`src/fjm_cfg.svh`:
```
// constants for the feeder jam monitor: distances, scales, codes
`ifndef FJM_CFG_SVH
`define FJM_CFG_SVH
// ----------------------------------------------------------------
// feed distance scale
// ----------------------------------------------------------------
`define FJM_PULSES_PER_MM     8'd4
// ----------------------------------------------------------------
// window lengths in millimetres
// ----------------------------------------------------------------
`define FJM_MM_SEP_LATE       16'd224
`define FJM_MM_SKEW_LATE      16'd46
`define FJM_MM_GRIP_LATE      16'd172
`define FJM_MM_REG_LATE       16'd96
`define FJM_MM_EXIT_LATE      16'd130
`define FJM_MM_SKEW_LAG       16'd46
`define FJM_MM_RELAY_LAG      16'd82
`define FJM_MM_REG_LAG        16'd93
`define FJM_MM_EXIT_LAG       16'd130
`define FJM_MM_STD_LENGTH     16'd297
// ----------------------------------------------------------------
// jam codes
// ----------------------------------------------------------------
`define FJM_JAM_NONE          7'd0
`define FJM_JAM_SEP_LATE      7'd13
`define FJM_JAM_SKEW_LATE     7'd14
`define FJM_JAM_GRIP_LATE     7'd15
`define FJM_JAM_REG_LATE      7'd16
`define FJM_JAM_EXIT_LATE     7'd17
`define FJM_JAM_SEP_LAG       7'd63
`define FJM_JAM_SKEW_LAG      7'd64
`define FJM_JAM_RELAY_LAG     7'd65
`define FJM_JAM_REG_LAG       7'd66
`define FJM_JAM_EXIT_LAG      7'd67
`define FJM_JAM_DOUBLE        7'd99
// ----------------------------------------------------------------
// fault bit positions and window count
// ----------------------------------------------------------------
`define FJM_FLT_LIFT          0
`define FJM_FLT_DFEED         1
`define FJM_FLT_CIS_COMM      2
`define FJM_FLT_CIS_GRAY      3
`define FJM_NUM_FLT           4
`define FJM_NUM_WIN           10
`endif

```
`src/fjm_pkg.sv`:
```
// types for the feeder jam monitor
package fjm_pkg;
    typedef enum logic [1:0] {
        FJM_RUN,
        FJM_HALT
    } fjm_state_t;
endpackage : fjm_pkg

```
`src/fjm_feeder_jam_monitor.sv`:
```
// feeder jam monitor: feed-distance windows, jam latch, fault latches
// Operation
// feed motor start: jam 13 if no separation leading edge within 224 mm
// separation leading edge: jam 14 if skew sensor misses it within 46 mm
// grip motor pull-out: jam 15 if no skew leading edge within 172 mm
// skew leading edge: jam 16 if registration misses it within 96 mm
// registration leading edge: jam 17 if exit misses it within 130 mm
// lag jam 63 window is standard length times 1.5; operator length overrides
// separation trailing edge: jam 64 if skew trailing edge not within 46 mm
// relay motor stop: jam 65 if no skew trailing edge within 82 mm
// skew trailing edge: jam 66 if registration trailing not within 93 mm
// registration trailing edge: jam 67 if exit trailing not within 130 mm
// weak ultrasonic level for the original raises jam 99
// same error twice in a row is jam, three times is service call
// bottom plate lift failure latches fault 700-01 until power cycle
// double-feed circuit or sensor failure reports fault 703-01
// back-side image sensor link failure latches 185-00 until power cycle
// image sensor gray balance failure latches 189-00 until power cycle
// double feed issues jam 99 and then stops original feeding
// windows count motor pulses from the trigger, mm times fixed scale
// any jam stops the feed motors and latches the code until acknowledged
`timescale 1ns/10ps
`include "fjm_cfg.svh"
module fjm_feeder_jam_monitor
    import fjm_pkg::*;
(
    input  wire logic        clk_sys_in,         // 50 MHz system clock
    input  wire logic        rst_b_in,           // synchronous reset, active low
    input  wire logic        motor_pulse_in,     // one pulse per drive motor step
    input  wire logic        feed_start_in,      // feed motor started, pulse
    input  wire logic        grip_start_in,      // grip motor pull-out started, pulse
    input  wire logic        relay_stop_in,      // relay motor stopped, pulse
    input  wire logic        sep_sensor_in,      // separation sensor, high = paper
    input  wire logic        skew_sensor_in,     // skew correction sensor
    input  wire logic        reg_sensor_in,      // registration sensor
    input  wire logic        exit_sensor_in,     // exit sensor
    input  wire logic        dfeed_weak_in,      // ultrasonic level below single sheet
    input  wire logic        dfeed_enable_in,    // double-feed detection switched on
    input  wire logic [15:0] orig_len_mm_in,     // operator original length, 0 = unset
    input  wire logic        lift_fail_in,       // bottom plate lift abnormal
    input  wire logic        dfeed_circ_fail_in, // double-feed circuit abnormal
    input  wire logic        cis_comm_fail_in,   // image sensor link failure
    input  wire logic        cis_gray_fail_in,   // gray balance failure
    input  wire logic        jam_ack_in,         // host acknowledges jam, pulse
    output logic             feed_stop_out,      // stop all feed motors
    output logic             jam_valid_out,      // a jam code is latched
    output logic [6:0]       jam_code_out,       // latched jam code
    output logic             repeat_jam_out,     // same error seen twice in a row
    output logic             service_call_error_out, // same error three times in a row
    output logic [3:0]       fault_out           // 700-01, 703-01, 185-00, 189-00
);
    // ----------------------------------------------------------------
    // edge detection on the path sensors
    // ----------------------------------------------------------------
    logic [3:0] sens_q;
    wire  [3:0] sens_now = {exit_sensor_in, reg_sensor_in, skew_sensor_in, sep_sensor_in};
    wire  [3:0] lead_w   = sens_now & ~sens_q;
    wire  [3:0] trail_w  = ~sens_now & sens_q;
    always_ff @(posedge clk_sys_in) begin
        if (!rst_b_in) sens_q <= 4'h0;
        else           sens_q <= sens_now;
    end

    // ----------------------------------------------------------------
    // window table: start, satisfying edge, limit in mm, code
    // ----------------------------------------------------------------
    // lag 63 window: length * 1.5 computed as len + len/2, no multiplier needed
    wire [15:0] std_len_w = (orig_len_mm_in != 16'h0000) ? orig_len_mm_in : `FJM_MM_STD_LENGTH;
    wire [15:0] lag63_mm  = std_len_w + {1'b0, std_len_w[15:1]};

    wire [`FJM_NUM_WIN-1:0] win_start;
    wire [`FJM_NUM_WIN-1:0] win_done;
    wire [15:0]             win_mm   [`FJM_NUM_WIN];
    wire [6:0]              win_code [`FJM_NUM_WIN];

    assign win_start[0] = feed_start_in;  assign win_done[0] = lead_w[0];
    assign win_start[1] = lead_w[0];      assign win_done[1] = lead_w[1];
    assign win_start[2] = grip_start_in;  assign win_done[2] = lead_w[1];
    assign win_start[3] = lead_w[1];      assign win_done[3] = lead_w[2];
    assign win_start[4] = lead_w[2];      assign win_done[4] = lead_w[3];
    assign win_start[5] = grip_start_in;  assign win_done[5] = trail_w[0];
    assign win_start[6] = trail_w[0];     assign win_done[6] = trail_w[1];
    assign win_start[7] = relay_stop_in;  assign win_done[7] = trail_w[1];
    assign win_start[8] = trail_w[1];     assign win_done[8] = trail_w[2];
    assign win_start[9] = trail_w[2];     assign win_done[9] = trail_w[3];

    assign win_mm[0] = `FJM_MM_SEP_LATE;   assign win_code[0] = `FJM_JAM_SEP_LATE;
    assign win_mm[1] = `FJM_MM_SKEW_LATE;  assign win_code[1] = `FJM_JAM_SKEW_LATE;
    assign win_mm[2] = `FJM_MM_GRIP_LATE;  assign win_code[2] = `FJM_JAM_GRIP_LATE;
    assign win_mm[3] = `FJM_MM_REG_LATE;   assign win_code[3] = `FJM_JAM_REG_LATE;
    assign win_mm[4] = `FJM_MM_EXIT_LATE;  assign win_code[4] = `FJM_JAM_EXIT_LATE;
    assign win_mm[5] = lag63_mm;           assign win_code[5] = `FJM_JAM_SEP_LAG;
    assign win_mm[6] = `FJM_MM_SKEW_LAG;   assign win_code[6] = `FJM_JAM_SKEW_LAG;
    assign win_mm[7] = `FJM_MM_RELAY_LAG;  assign win_code[7] = `FJM_JAM_RELAY_LAG;
    assign win_mm[8] = `FJM_MM_REG_LAG;    assign win_code[8] = `FJM_JAM_REG_LAG;
    assign win_mm[9] = `FJM_MM_EXIT_LAG;   assign win_code[9] = `FJM_JAM_EXIT_LAG;

    // ----------------------------------------------------------------
    // per-window pulse counters
    // ----------------------------------------------------------------
    fjm_state_t state_q;
    wire        running = (state_q == FJM_RUN);
    logic [`FJM_NUM_WIN-1:0] win_expired;

    genvar gi;
    generate
        for (gi = 0; gi < `FJM_NUM_WIN; gi++) begin : g_win
            logic        act_q;
            logic [23:0] cnt_q;
            // limit in pulses: millimetres times the motor scale
            wire  [23:0] limit = {8'h00, win_mm[gi]} * {16'h0000, `FJM_PULSES_PER_MM};
            assign win_expired[gi] = act_q && (cnt_q >= limit);
            always_ff @(posedge clk_sys_in) begin
                if (!rst_b_in || !running) begin
                    act_q <= 1'b0;
                    cnt_q <= 24'h0;
                end else if (win_start[gi]) begin   // restart wins over a stale window
                    act_q <= 1'b1;
                    cnt_q <= 24'h0;
                end else if (win_done[gi]) begin
                    act_q <= 1'b0;
                end else if (act_q && motor_pulse_in) begin
                    cnt_q <= cnt_q + 24'h1;
                end
            end
        end
    endgenerate

    // ----------------------------------------------------------------
    // jam selection: lowest window wins, double feed last
    // ----------------------------------------------------------------
    logic [6:0] new_code;
    always_comb begin
        new_code = `FJM_JAM_NONE;
        if (dfeed_enable_in && dfeed_weak_in && sens_now[0])
            new_code = `FJM_JAM_DOUBLE;
        for (int i = `FJM_NUM_WIN - 1; i >= 0; i--) begin
            if (win_expired[i])
                new_code = win_code[i];
        end
    end
    wire jam_hit = running && (new_code != `FJM_JAM_NONE);

    // ----------------------------------------------------------------
    // jam latch, repeat counting and motor stop
    // ----------------------------------------------------------------
    logic [6:0] last_code_q;
    logic [1:0] repeat_q;
    wire  [1:0] repeat_d = (new_code == last_code_q) ?
                           ((repeat_q == 2'd3) ? 2'd3 : repeat_q + 2'd1) : 2'd1;
    always_ff @(posedge clk_sys_in) begin
        if (!rst_b_in) begin
            state_q       <= FJM_RUN;
            jam_code_out  <= `FJM_JAM_NONE;
            jam_valid_out <= 1'b0;
            feed_stop_out <= 1'b0;
            last_code_q   <= `FJM_JAM_NONE;
            repeat_q      <= 2'd0;
        end else begin
            case (state_q)
                FJM_RUN: begin
                    if (jam_hit) begin
                        state_q       <= FJM_HALT;
                        jam_code_out  <= new_code;
                        jam_valid_out <= 1'b1;
                        feed_stop_out <= 1'b1;
                        last_code_q   <= new_code;
                        repeat_q      <= repeat_d;
                    end
                end
                FJM_HALT: begin
                    if (jam_ack_in) begin
                        state_q       <= FJM_RUN;
                        jam_valid_out <= 1'b0;
                        feed_stop_out <= 1'b0;
                    end
                end
                default: state_q <= FJM_RUN;
            endcase
        end
    end

    // escalation levels; service call holds until reset, like the faults
    always_ff @(posedge clk_sys_in) begin
        if (!rst_b_in) begin
            repeat_jam_out         <= 1'b0;
            service_call_error_out <= 1'b0;
        end else begin
            repeat_jam_out         <= (repeat_q >= 2'd2);
            service_call_error_out <= service_call_error_out | (repeat_q == 2'd3);
        end
    end

    // ----------------------------------------------------------------
    // fault latches: cleared only by reset, i.e. a power cycle
    // ----------------------------------------------------------------
    wire [3:0] fault_set = {cis_gray_fail_in, cis_comm_fail_in, dfeed_circ_fail_in, lift_fail_in};
    always_ff @(posedge clk_sys_in) begin
        if (!rst_b_in) fault_out <= 4'h0;
        else           fault_out <= fault_out | fault_set;
    end

endmodule : fjm_feeder_jam_monitor

```
`config.mk`:
```
export PLATFORM = sky130hd
export DESIGN_NAME = fjm_feeder_jam_monitor
export DESIGN_NICKNAME = d
export VERILOG_FILES = /design/src/fjm_pkg.sv /design/src/fjm_feeder_jam_monitor.sv
export VERILOG_INCLUDE_DIRS = /design/src
export SDC_FILE = /design/constraint.sdc
export NUM_CORES = 1
export LEC_CHECK = 0
export BUFFER_PORTS_ARGS = -buffer_cell sky130_fd_sc_hd__clkbuf_2
export CORE_MARGIN = 4
export CORE_UTILIZATION = 50
export CTS_CLUSTER_SIZE = 20
export DETAILED_ROUTE_END_ITERATION = 10
export HOLD_SLACK_MARGIN = 0.02
export MAX_ROUTING_LAYER = met4
export PLACE_DENSITY = 0.69
export SLEW_MARGIN = 20
export SYNTH_ARGS = -nofsm -noshare
export SYNTH_HDL_FRONTEND = slang
export SYNTH_SLANG_ARGS = --single-unit
```
`constraint.sdc`:
```
create_clock -name clk_sys_in -period 5.3 [get_ports clk_sys_in]
set_input_delay 0.53 -clock clk_sys_in [delete_from_list [all_inputs] [get_ports clk_sys_in]]
set_output_delay 0.53 -clock clk_sys_in [all_outputs]
set_load 0.03 [all_outputs]
```
==> results.toml, run 1 <==
[timing]
fin_skew_ns = 0.00755
setup_slack_ns = 0.515
finalSetupTns_ns = 0
setup_viol = 0
hold_viol_final = 0
fin_crit_ns = 4.78
slew_viol_final = 0
finalCritPeriodShare_pct = 90.3
slew_headroom_pct = 38.2
rsz0062_at_grt = "false"
fmaxAchievable_ghz = 0.209
worst_pin_slew_ns = 0.927

[critical_path]
crit_path_max_incr_delay_ns = 0.57
slowest_stage = "or4_1"
worstPathRequired_ns = 5.71
start_kind = "input port"
r2r_setup_slack_ns = 2.29
cp.arrival_ns = 5.19
reg2reg_from = "g_win[9].cnt_q[19]$_SDFFE_PP0P_"
cp-end-kind = "flip-flop"
path_class = "input port to flip-flop"
worst_r2r_path_depth = 9
worstPathMaxFanout = 4
r2r-end = "repeat_q[1]$_SDFFE_PN0P_"

[routing]
drtPass1Iterations = 5
vias_per_cell = 5.35
drtAntennaViolNets = 0
routed_wl_um = 26000
drt_first_iter_violations = 527
routedWlPerCell_um = 13.1
drcViolationCount = 0
vias = 10600

[clock_tree]
clk_pin_slew_ns = 0.06
cts_tree = "built"
numCtsBuffers = 29
post_cts_buffers = 0
clock_path_buffers = 3
cts-root-buf = "clkbuf_16"
ctsHoldBuffers = 0
clk_latency_ns = 0.53
clock-sinks = 269
htreeDepth = 1
ctsResizeCount = 0

[power]
ir_drop_mv = 0.259
total_power_uw = 4400
power_density_nw_per_um2 = 298
p_leak_uw = 0.00543

[cells_and_area]
design_area_um2 = 14800
layout.nets = 1711
insertedDiodeCount = 0
nFillCells = 2341
syn2layout_area_growth_pct = 12.1
post-route-util_pct = 56.8
final_cell_mix = "nor2_1, dfxtp_1, xor2_1"
layout_commonest_cell = "nor2_1"
drive_gt1_share_pct = 7.35

[status]
status = "finished, final reports clean"

[grt]
grt_pass1_wl_um = 45000
grt_max_degree = 49
grt_usage_pct = 18.4
antenna_found_initial = 0
grt_pass1_vias = 9869
grt.overflow.total = 0

[synthesis]
yosysSeqAreaShare_pct = 40.9
synth_nets = 1665
ys_warn_count = 0
ys_ff_latch = 269
synth_flop_cell = "dfxtp_1"
postSynthAreaPerCell_um2 = 8.34
netlist_area_um2 = 13200
synthDistinctLibCells = 65
async_flop_share_pct = 0
synth_cells = 1578
synth_edf_count = 0

[floorplan]
rows = 59
io_pins = 48
initial_utilization_pct = 50.6
die_w_um = 170
core-area_um2 = 26000
die_area_um2 = 29000
fp.dieH_um = 170

[min_path]
hold_start = "dfeed_circ_fail_in"
hold_path_depth = 3
min_path_type = "input port to flip-flop"
whs_endpoint = "fault_out[1]$_SDFF_PN0_"

[placement]
pre_cts_slack_ns = 0.0249
place_congestion = 0.873
place.detailed.hpwl_um = 18300
port_buffers = 47
place_area_um2 = 13700

[run]
maxCapViolCount = 0
-- layer usage --
layer  track usage [%]  wire, um  part of all wire [%]  vias to the layer above
li1                  -         -                     -                     5508
met1              23.8     12600                    48                     4928
met2              30.0     11800                    45                      111
met3              3.62      1140                   4.4                       45
met4              4.06       539                   2.1                        0
met5                 -         0                     0                        -
-- metrics by stage --
step / hold slack [ns] / instances
floorplan: 0.443 / 1578
global placement: 0.443 / 1928
detailed placement: 0.454 / 1928
CTS: 0.195 / 1981
global route: 0.208 / 1981
finish: 0.212 / 1981
-- worst max-delay path, delay by kind of cell --
| family | cells | cell delay, ns |
|---|---|---|
| buffers and inverters | 2 | 0.15 |
| AO/OA/AOI/OAI | 11 | 1.94 |
| XOR/XNOR | 1 | 0.15 |
| AND/OR/NAND/NOR | 8 | 1.65 |
| adder cells (fa/ha/maj) | 3 | 0.80 |
-- cell type report --
type	count	area [um2]	share of cell area, %
multi-input combinational	1208	7390	50.1
sequential	269	5390	36.5
clock inverter	14	204	1.38
tap	335	419	2.84
timing repair buffer	58	318	2.15
inverter	58	218	1.48
clock buffer	39	813	5.51
-- report_power, final --
| group | internal [uW] | switching [uW] |
|---|---|---|
| registers | 2040 | 12.0 |
| logic | 85.9 | 147 |
| clock network | 1320 | 799 |
-- state kept, by name, summed over array words and instances (netlist names) --
name	flops
service_call_error_out	1
repeat_jam_out	1
jam_valid_out	1
fault_out	4
last_code_q	6
repeat_q	2
g_win.act_q	10
sens_q	4
g_win.cnt_q	240
-- kinds of logic (layout without fill, tap and decap cells) --
kind of cell / after synthesis / after routing / share of synthesized area [%]
mux: 11 / 11 / 0.837
buf+inv: 101 / 169 / 2.95
compound gates: 179 / 179 / 8.34
simple gates: 755 / 755 / 27.9
fa+ha+maj: 54 / 54 / 5.19
flops: 269 / 269 / 40.9
xor+xnor: 209 / 209 / 13.9
-- cells in the mapped netlist (2+ instances only) --
cell type  number  area [um2]
nor2_1        281        1050
dfxtp_1       269        5390
xor2_1        136        1190
nand2_1       111         417
nand3_1        96         480
xnor2_1        73         639
a21oi_1        65         325
inv_1          56         210
ha_1           53         663
nand4_1        53         332
and3_1         50         313
o21ai_0        44         220
clkbuf_1       39         146
nor4_1         37         231
or3_1          33         206
nor3_1         21         105
nand2b_1       19         119
and2_1         17         106
and4_1         11        96.3
mux2i_1        11         110
a31oi_1        10        62.6
nor2b_1         8        50.1
o21ai_1         8        40.0
a21o_1          7        52.6
a211oi_1        6        45.0
o21a_1          6        45.0
a311oi_1        5        43.8
or2_2           4        25.0
or2_1           3        18.8
or4_1           3        22.5
a21boi_1        2        15.0
a21oi_2         2        17.5
a41oi_1         2        17.5
buf_4           2        15.0
o211a_1         2        20.0
o211ai_1        2        15.0
o21bai_1        2        15.0
o41a_1          2        22.5
-- worst max-delay path by stage --
stage | startpoint | to | slack (ns) | cells past startpoint
final | orig_len_mm_in[6] | repeat_q[0]$_SDFFE_PN0P_ | 0.52 | 25
after global routing | orig_len_mm_in[10] | repeat_q[0]$_SDFFE_PN0P_ | 0.12 | 26
after CTS | orig_len_mm_in[6] | repeat_q[1]$_SDFFE_PN0P_ | 0.55 | 26
after detailed placement | orig_len_mm_in[6] | repeat_q[0]$_SDFFE_PN0P_ | 0.02 | 26
after global placement | orig_len_mm_in[6] | repeat_q[0]$_SDFFE_PN0P_ | 0.11 | 25
after floorplan | orig_len_mm_in[10] | repeat_q[1]$_SDFFE_PN0P_ | 0.15 | 22
(Power assumes the default switching activity.)
==> run 2: changes to the inputs <==
--- a/config.mk
+++ b/config.mk
@@ -13,7 +13,7 @@
 export DETAILED_ROUTE_END_ITERATION = 10
 export HOLD_SLACK_MARGIN = 0.02
 export MAX_ROUTING_LAYER = met4
-export PLACE_DENSITY = 0.69
+export PLACE_DENSITY = 0.67
 export SLEW_MARGIN = 20
 export SYNTH_ARGS = -nofsm -noshare
 export SYNTH_HDL_FRONTEND = slang
==> constraint.sdc (replaced) <==
create_clock -name clk_sys_in -period 5.05 [get_ports clk_sys_in]
set_input_delay 0.505 -clock clk_sys_in [delete_from_list [all_inputs] [get_ports clk_sys_in]]
set_output_delay 0.505 -clock clk_sys_in [all_outputs]
set_load 0.03 [all_outputs]
==> results.toml, run 2 (synthesized netlist as in run 1, its figures left out) <==
[status]
status = "finished, final reports clean"

[placement]
place.detailed.hpwl_um = 18700
place_area_um2 = 13900
port_buffers = 47
place_congestion = 0.871

[clock_tree]
clock-sinks = 269
ctsHoldBuffers = 0
numCtsBuffers = 29
cts-root-buf = "clkbuf_16"
clk_latency_ns = 0.55
cts_tree = "built"
clk_pin_slew_ns = 0.06
clock_path_buffers = 3
htreeDepth = 1

[critical_path]
r2r_setup_slack_ns = 2.06
cp.arrival_ns = 5.23
worst_r2r_path_depth = 9
cp-end-kind = "flip-flop"
crit_path_frequent_cell = "ha_1"
worstPathRequired_ns = 5.52
reg2reg_from = "sens_q[1]$_SDFF_PN0_"
start_kind = "input port"
slowest_stage = "or4_1"
path_class = "input port to flip-flop"
critPathBufInv = 2
r2r-end = "g_win[1].cnt_q[19]$_SDFFE_PP0P_"
timing.critical_path.depth = 23
crit_chain = "clkbuf_2, inv_1, ha_1, and4b_1, nand3_1, nand2b_1, ha_1, a21o_1, a211oi_1, a21boi_2, a211o_1, a21oi_1, xor2_1, ha_1, and3_1, nand4_1, or4_1, a21oi_4, nor4_1, a221o_1, a22o_1, a211oi_2, o211a_1"
cpLargestDelayFamily = "compound AO/OA/AOI/OAI gates"
crit_path_max_incr_delay_ns = 0.61
worstPathMaxFanout = 5

[power]
p_leak_uw = 0.00554
ir_drop_mv = 0.313
power_density_nw_per_um2 = 310
total_power_uw = 4640

[timing]
fin_crit_ns = 4.75
slew_viol_final = 0
fin_skew_ns = 0.0250
hold_viol_final = 0
hold_slack_ns = 0.181
slew_headroom_pct = 40.3
setup_viol = 0
finalCritPeriodShare_pct = 94.1
fmaxAchievable_ghz = 0.210
worst_pin_slew_ns = 0.896

[cells_and_area]
largest_reg_flops = 240
drive_gt1_share_pct = 8.63
top_register = "g_win.cnt_q"
layout.nets = 1733
insertedDiodeCount = 0
design_area_um2 = 14900
largestRegisters = "g_win.cnt_q: 240 flops, g_win.act_q: 10 flops, last_code_q: 6 flops"
layout_commonest_cell = "nor2_1"
syn2layout_area_growth_pct = 13.6
final_cell_mix = "nor2_1, dfxtp_1, xor2_1"

[run]
maxCapViolCount = 0

[routing]
drcViolationCount = 0
routed_wl_um = 26500
vias_per_cell = 5.29
drt_first_iter_violations = 493
drtPass1Iterations = 4
routedWlPerCell_um = 13.2
drtAntennaViolNets = 0
vias = 10600

[grt]
globalRouteMet1Util_pct = 24.9
grt_pass1_vias = 10200
antenna_found_initial = 0
gr-usage-met2_pct = 30.9
grt_max_degree = 49
top_usage_layer = "met2"
grtUsageMet3_pct = 3.09
grt.overflow.total = 0
grt_pass1_wl_um = 46300
grt_usage_pct = 18.9

[min_path]
hold_path_depth = 3
whs_endpoint = "fault_out[3]$_SDFF_PN0_"
min_path_type = "input port to flip-flop"
hold_start = "cis_gray_fail_in"

[floorplan]
io_pins = 48
initial_utilization_pct = 50.6
fp.dieH_um = 170
core-area_um2 = 26000
die_w_um = 170
rows = 59
die_area_um2 = 29000
[run 2: cell count changes in the layout (fill, tap and decap cells not counted), sizes merged]
cell,change
buf,+22
clkinv,-2
inv,+2
clkbuf,+1
clkinvlp,-1
[run 2: how the worst max path moves through the flow]
stage,from,end,slack [ns]
5_1_grt,orig_len_mm_in[10],repeat_q[1]$_SDFFE_PN0P_,-0.004
6_report,orig_len_mm_in[12],repeat_q[1]$_SDFFE_PN0P_,0.30
3_5_place_dp,orig_len_mm_in[12],repeat_q[1]$_SDFFE_PN0P_,-0.17
3_3_place_gp,orig_len_mm_in[12],repeat_q[1]$_SDFFE_PN0P_,-0.02
2_1_floorplan,orig_len_mm_in[0],repeat_q[1]$_SDFFE_PN0P_,0.05
4_1_cts,orig_len_mm_in[12],repeat_q[1]$_SDFFE_PN0P_,0.35
[run 2: where the power goes]
group / total [uW] / switching [uW] / internal, uW
clock: 2230 / 843 / 1390
combinational: 263 / 159 / 103
sequential: 2150 / 13.0 / 2140
[run 2: layer usage]
layer | wire (um) | share of wire, % | vias to the layer above
met2 | 12100 | 46 | 111
met3 | 951 | 3.6 | 31
met4 | 410 | 1.5 | 0
met1 | 13000 | 49 | 4923
li1 | - | - | 5535
met5 | 0 | 0 | -
[run 2: worst register-to-register path, stage by stage (launching register included)]
cell and delay [ns]:
dfxtp_1 0.33, nand2b_1 0.30, and3_1 0.34, nand2_1 0.08, nor3_1 0.48, nand2_1 0.15, nor4_1 0.74, nand3_1 0.18
xor2_1 0.17, nor2_1 0.06
[run 2: area by class of cell]
cell class	count	area [um2]
multi-input cells	1208	7420
well taps	335	419
flip-flops and latches	269	5390
inverters	58	218
clock buffers	40	817
clock inverters	13	204
fillers	2353	11000
repair buffers	80	483
[run 2: metrics by stage]
stage                     setup TNS [ns]  utilization, %  cells  worst slack [ns]
final                                  0            57.5   2003             0.296
after global routing            -0.00359            57.5   2003          -0.00359
after CTS                              0            57.4   2003             0.348
after detailed placement          -0.348            53.5   1950            -0.175
after global placement           -0.0469            53.5   1950           -0.0237
after floorplan                        0               -   1578            0.0510
[run 2: repair_timing]
item	4_1_cts	5_1_grt
resized for setup	0	3
endpoints found under the setup margin	0	2
setup buffers	0	0
==> run 3: changes to the inputs <==
--- a/config.mk
+++ b/config.mk
@@ -7,6 +7,7 @@
 export NUM_CORES = 1
 export LEC_CHECK = 0
 export BUFFER_PORTS_ARGS = -buffer_cell sky130_fd_sc_hd__clkbuf_2
+export CORE_ASPECT_RATIO = 1.25
 export CORE_MARGIN = 4
 export CORE_UTILIZATION = 50
 export CTS_CLUSTER_SIZE = 20
@@ -14,7 +15,7 @@
 export HOLD_SLACK_MARGIN = 0.02
 export MAX_ROUTING_LAYER = met4
 export PLACE_DENSITY = 0.67
-export SLEW_MARGIN = 20
+export SLEW_MARGIN = 0
 export SYNTH_ARGS = -nofsm -noshare
 export SYNTH_HDL_FRONTEND = slang
 export SYNTH_SLANG_ARGS = --single-unit
==> results.toml, run 3 (synthesized netlist as in run 1, its figures left out) <==
[placement]
dp.cells = 1957
place.detailed.hpwl_um = 19100
port_buffers = 47
place_congestion = 0.856
place_area_um2 = 13900

[clock_tree]
cts_tree = "built"
numCtsBuffers = 29
ctsHoldBuffers = 0
htreeDepth = 1
clock-sinks = 269
clk_pin_slew_ns = 0.06
clk_latency_ns = 0.54
cts-root-buf = "clkbuf_16"
clock_path_buffers = 3

[critical_path]
cp-end-kind = "flip-flop"
worstPathRequired_ns = 5.48
r2r-end = "g_win[1].cnt_q[23]$_SDFFE_PP0P_"
crit_chain = "clkbuf_2, inv_1, ha_1, and4b_2, buf_4, a31oi_1, ha_1, a21o_1, a211oi_1, a21boi_1, a211o_1, a21oi_1, xor2_1, ha_1, and3_1, nand4_1, or4_4, a21oi_2, buf_4, nor3_1, a21boi_1, a311oi_1, a211oi_2, o211a_1"
r2r_setup_slack_ns = 2.17
crit_path_max_incr_delay_ns = 0.57
start_kind = "input port"
cp.arrival_ns = 5.21
worst_r2r_path_depth = 9
reg2reg_from = "sens_q[1]$_SDFF_PN0_"
slowest_stage = "or4_4"
path_class = "input port to flip-flop"
worstPathMaxFanout = 6
crit_path_frequent_cell = "ha_1"

[cells_and_area]
layout.nets = 1736
design_area_um2 = 14900
top_register = "g_win.cnt_q"
largest_reg_flops = 240
multi_input_area_um2 = 7420
nFillCells = 2380
layout_commonest_cell = "nor2_1"
syn2layout_area_growth_pct = 13.4
drive_gt1_share_pct = 8.62
final_cell_mix = "nor2_1, dfxtp_1, xor2_1"
stdcell_count = 2011
regArea_um2 = 5390
insertedDiodeCount = 0
largestRegisters = "g_win.cnt_q: 240 flops, g_win.act_q: 10 flops, last_code_q: 6 flops"

[power]
pwr-share-seq_pct = 47.0
clkPwrFrac_pct = 47.1
p_sw_uw = 1010
ir_drop_mv = 0.249
switching_share_pct = 22.1
power_density_nw_per_um2 = 306
power_frac_comb_pct = 5.9
p_leak_uw = 0.00553
power.internal_uw = 3560

[min_path]
hold_start = "cis_gray_fail_in"
hold_path_depth = 3
min_path_type = "input port to flip-flop"
whs_endpoint = "fault_out[3]$_SDFF_PN0_"

[routing]
routedWlPerCell_um = 13.3
drtAntennaViolNets = 0
vias_per_cell = 5.34
drtPass1Iterations = 5
drt_first_iter_violations = 438
routed_wl_um = 26800
drcViolationCount = 0
vias = 10700

[floorplan]
rows = 66
initial_utilization_pct = 50.6
die_w_um = 153
io_pins = 48
fp.dieH_um = 189
die_area_um2 = 29000
core-area_um2 = 26000

[grt]
grt.overflow.total = 0
grt_pass1_vias = 10100
antenna_found_initial = 0
grt_max_degree = 49
grt_pass1_wl_um = 46200
grt_usage_pct = 18.7

[timing]
slew_headroom_pct = 28.3
finalCritPeriodShare_pct = 94.7
fin_crit_ns = 4.78
worst_pin_slew_ns = 1.07
slew_viol_final = 0
fmaxAchievable_ghz = 0.209
hold_viol_final = 0
fin_skew_ns = 0.0106
setup_viol = 0

[status]
status = "finished, final reports clean"

[run]
maxCapViolCount = 0
==> run 3: stage by stage <==
| step | hold slack, ns | TNS, ns | worst slack (ns) | utilization (%) | total power, uW |
|---|---|---|---|---|---|
| after CTS | 0.160 | 0 | 0.264 | 57.3 | 4630 |
| after floorplan | 0.443 | 0 | 0.0510 | - | 2370 |
| after detailed placement | 0.459 | -1.73 | -0.270 | 53.5 | 2470 |
| after global placement | 0.445 | -0.532 | -0.0953 | 53.5 | 2460 |
| final | 0.181 | 0 | 0.270 | 57.4 | 4570 |
| after global routing | 0.175 | -0.0259 | -0.0223 | 57.4 | 4760 |
==> run 3: worst max path at each step <==
stage                  startpoint                     endpoint
3_3_place_gp   orig_len_mm_in[14]  last_code_q[1]$_SDFFE_PN0P_
2_1_floorplan   orig_len_mm_in[0]     repeat_q[1]$_SDFFE_PN0P_
6_report       orig_len_mm_in[14]     repeat_q[1]$_SDFFE_PN0P_
4_1_cts        orig_len_mm_in[14]     repeat_q[1]$_SDFFE_PN0P_
3_5_place_dp   orig_len_mm_in[14]     repeat_q[1]$_SDFFE_PN0P_
5_1_grt        orig_len_mm_in[12]  last_code_q[1]$_SDFFE_PN0P_
==> run 3: what timing repair did <==
| item | in CTS | in global routing |
|---|---|---|
| endpoints found under the setup margin | 0 | 8 |
| resized for setup | 0 | 5 |
| setup buffers | 0 | 1 |
==> run 3: layer usage <==
| metal | part of all wire [%] | wire (um) | up-vias | track usage (%) |
|---|---|---|---|---|
| li1 | - | - | 5551 | - |
| met1 | 45 | 12200 | 5062 | 22.8 |
| met2 | 50 | 13300 | 105 | 32.6 |
| met3 | 3.2 | 854 | 29 | 2.81 |
| met4 | 1.7 | 451 | 0 | 4.46 |
| met5 | 0 | 0 | - | - |
==> run 3: critical path, delay by kind of cell <==
kind / cells / cell delay (ns)
AO/OA/AOI/OAI: 11 / 2.18
adder cells (fa/ha/maj): 3 / 0.80
buffers and inverters: 4 / 0.45
AND/OR/NAND/NOR: 5 / 1.17
XOR/XNOR: 1 / 0.10
==> run 3: power groups by stage <==
| stage | Clock, uW | Combinational (uW) | Sequential (uW) |
|---|---|---|---|
| 3_3_place_gp | 0 | 267 | 2200 |
| 6_report | 2150 | 271 | 2150 |
| 5_1_grt | 2310 | 306 | 2150 |
| 3_5_place_dp | 0 | 270 | 2200 |
| 4_1_cts | 2210 | 272 | 2150 |
| 2_1_floorplan | 0 | 174 | 2200 |
==> run 3: layout make-up <==
| cell class | count | share of cell area, % |
|---|---|---|
| multi-input combinational | 1208 | 49.7 |
| tap | 340 | 2.85 |
| clock buffer | 43 | 5.48 |
| timing repair buffer | 83 | 3.39 |
| clock inverter | 10 | 1.04 |
| sequential | 269 | 36.1 |
| inverter | 58 | 1.46 |
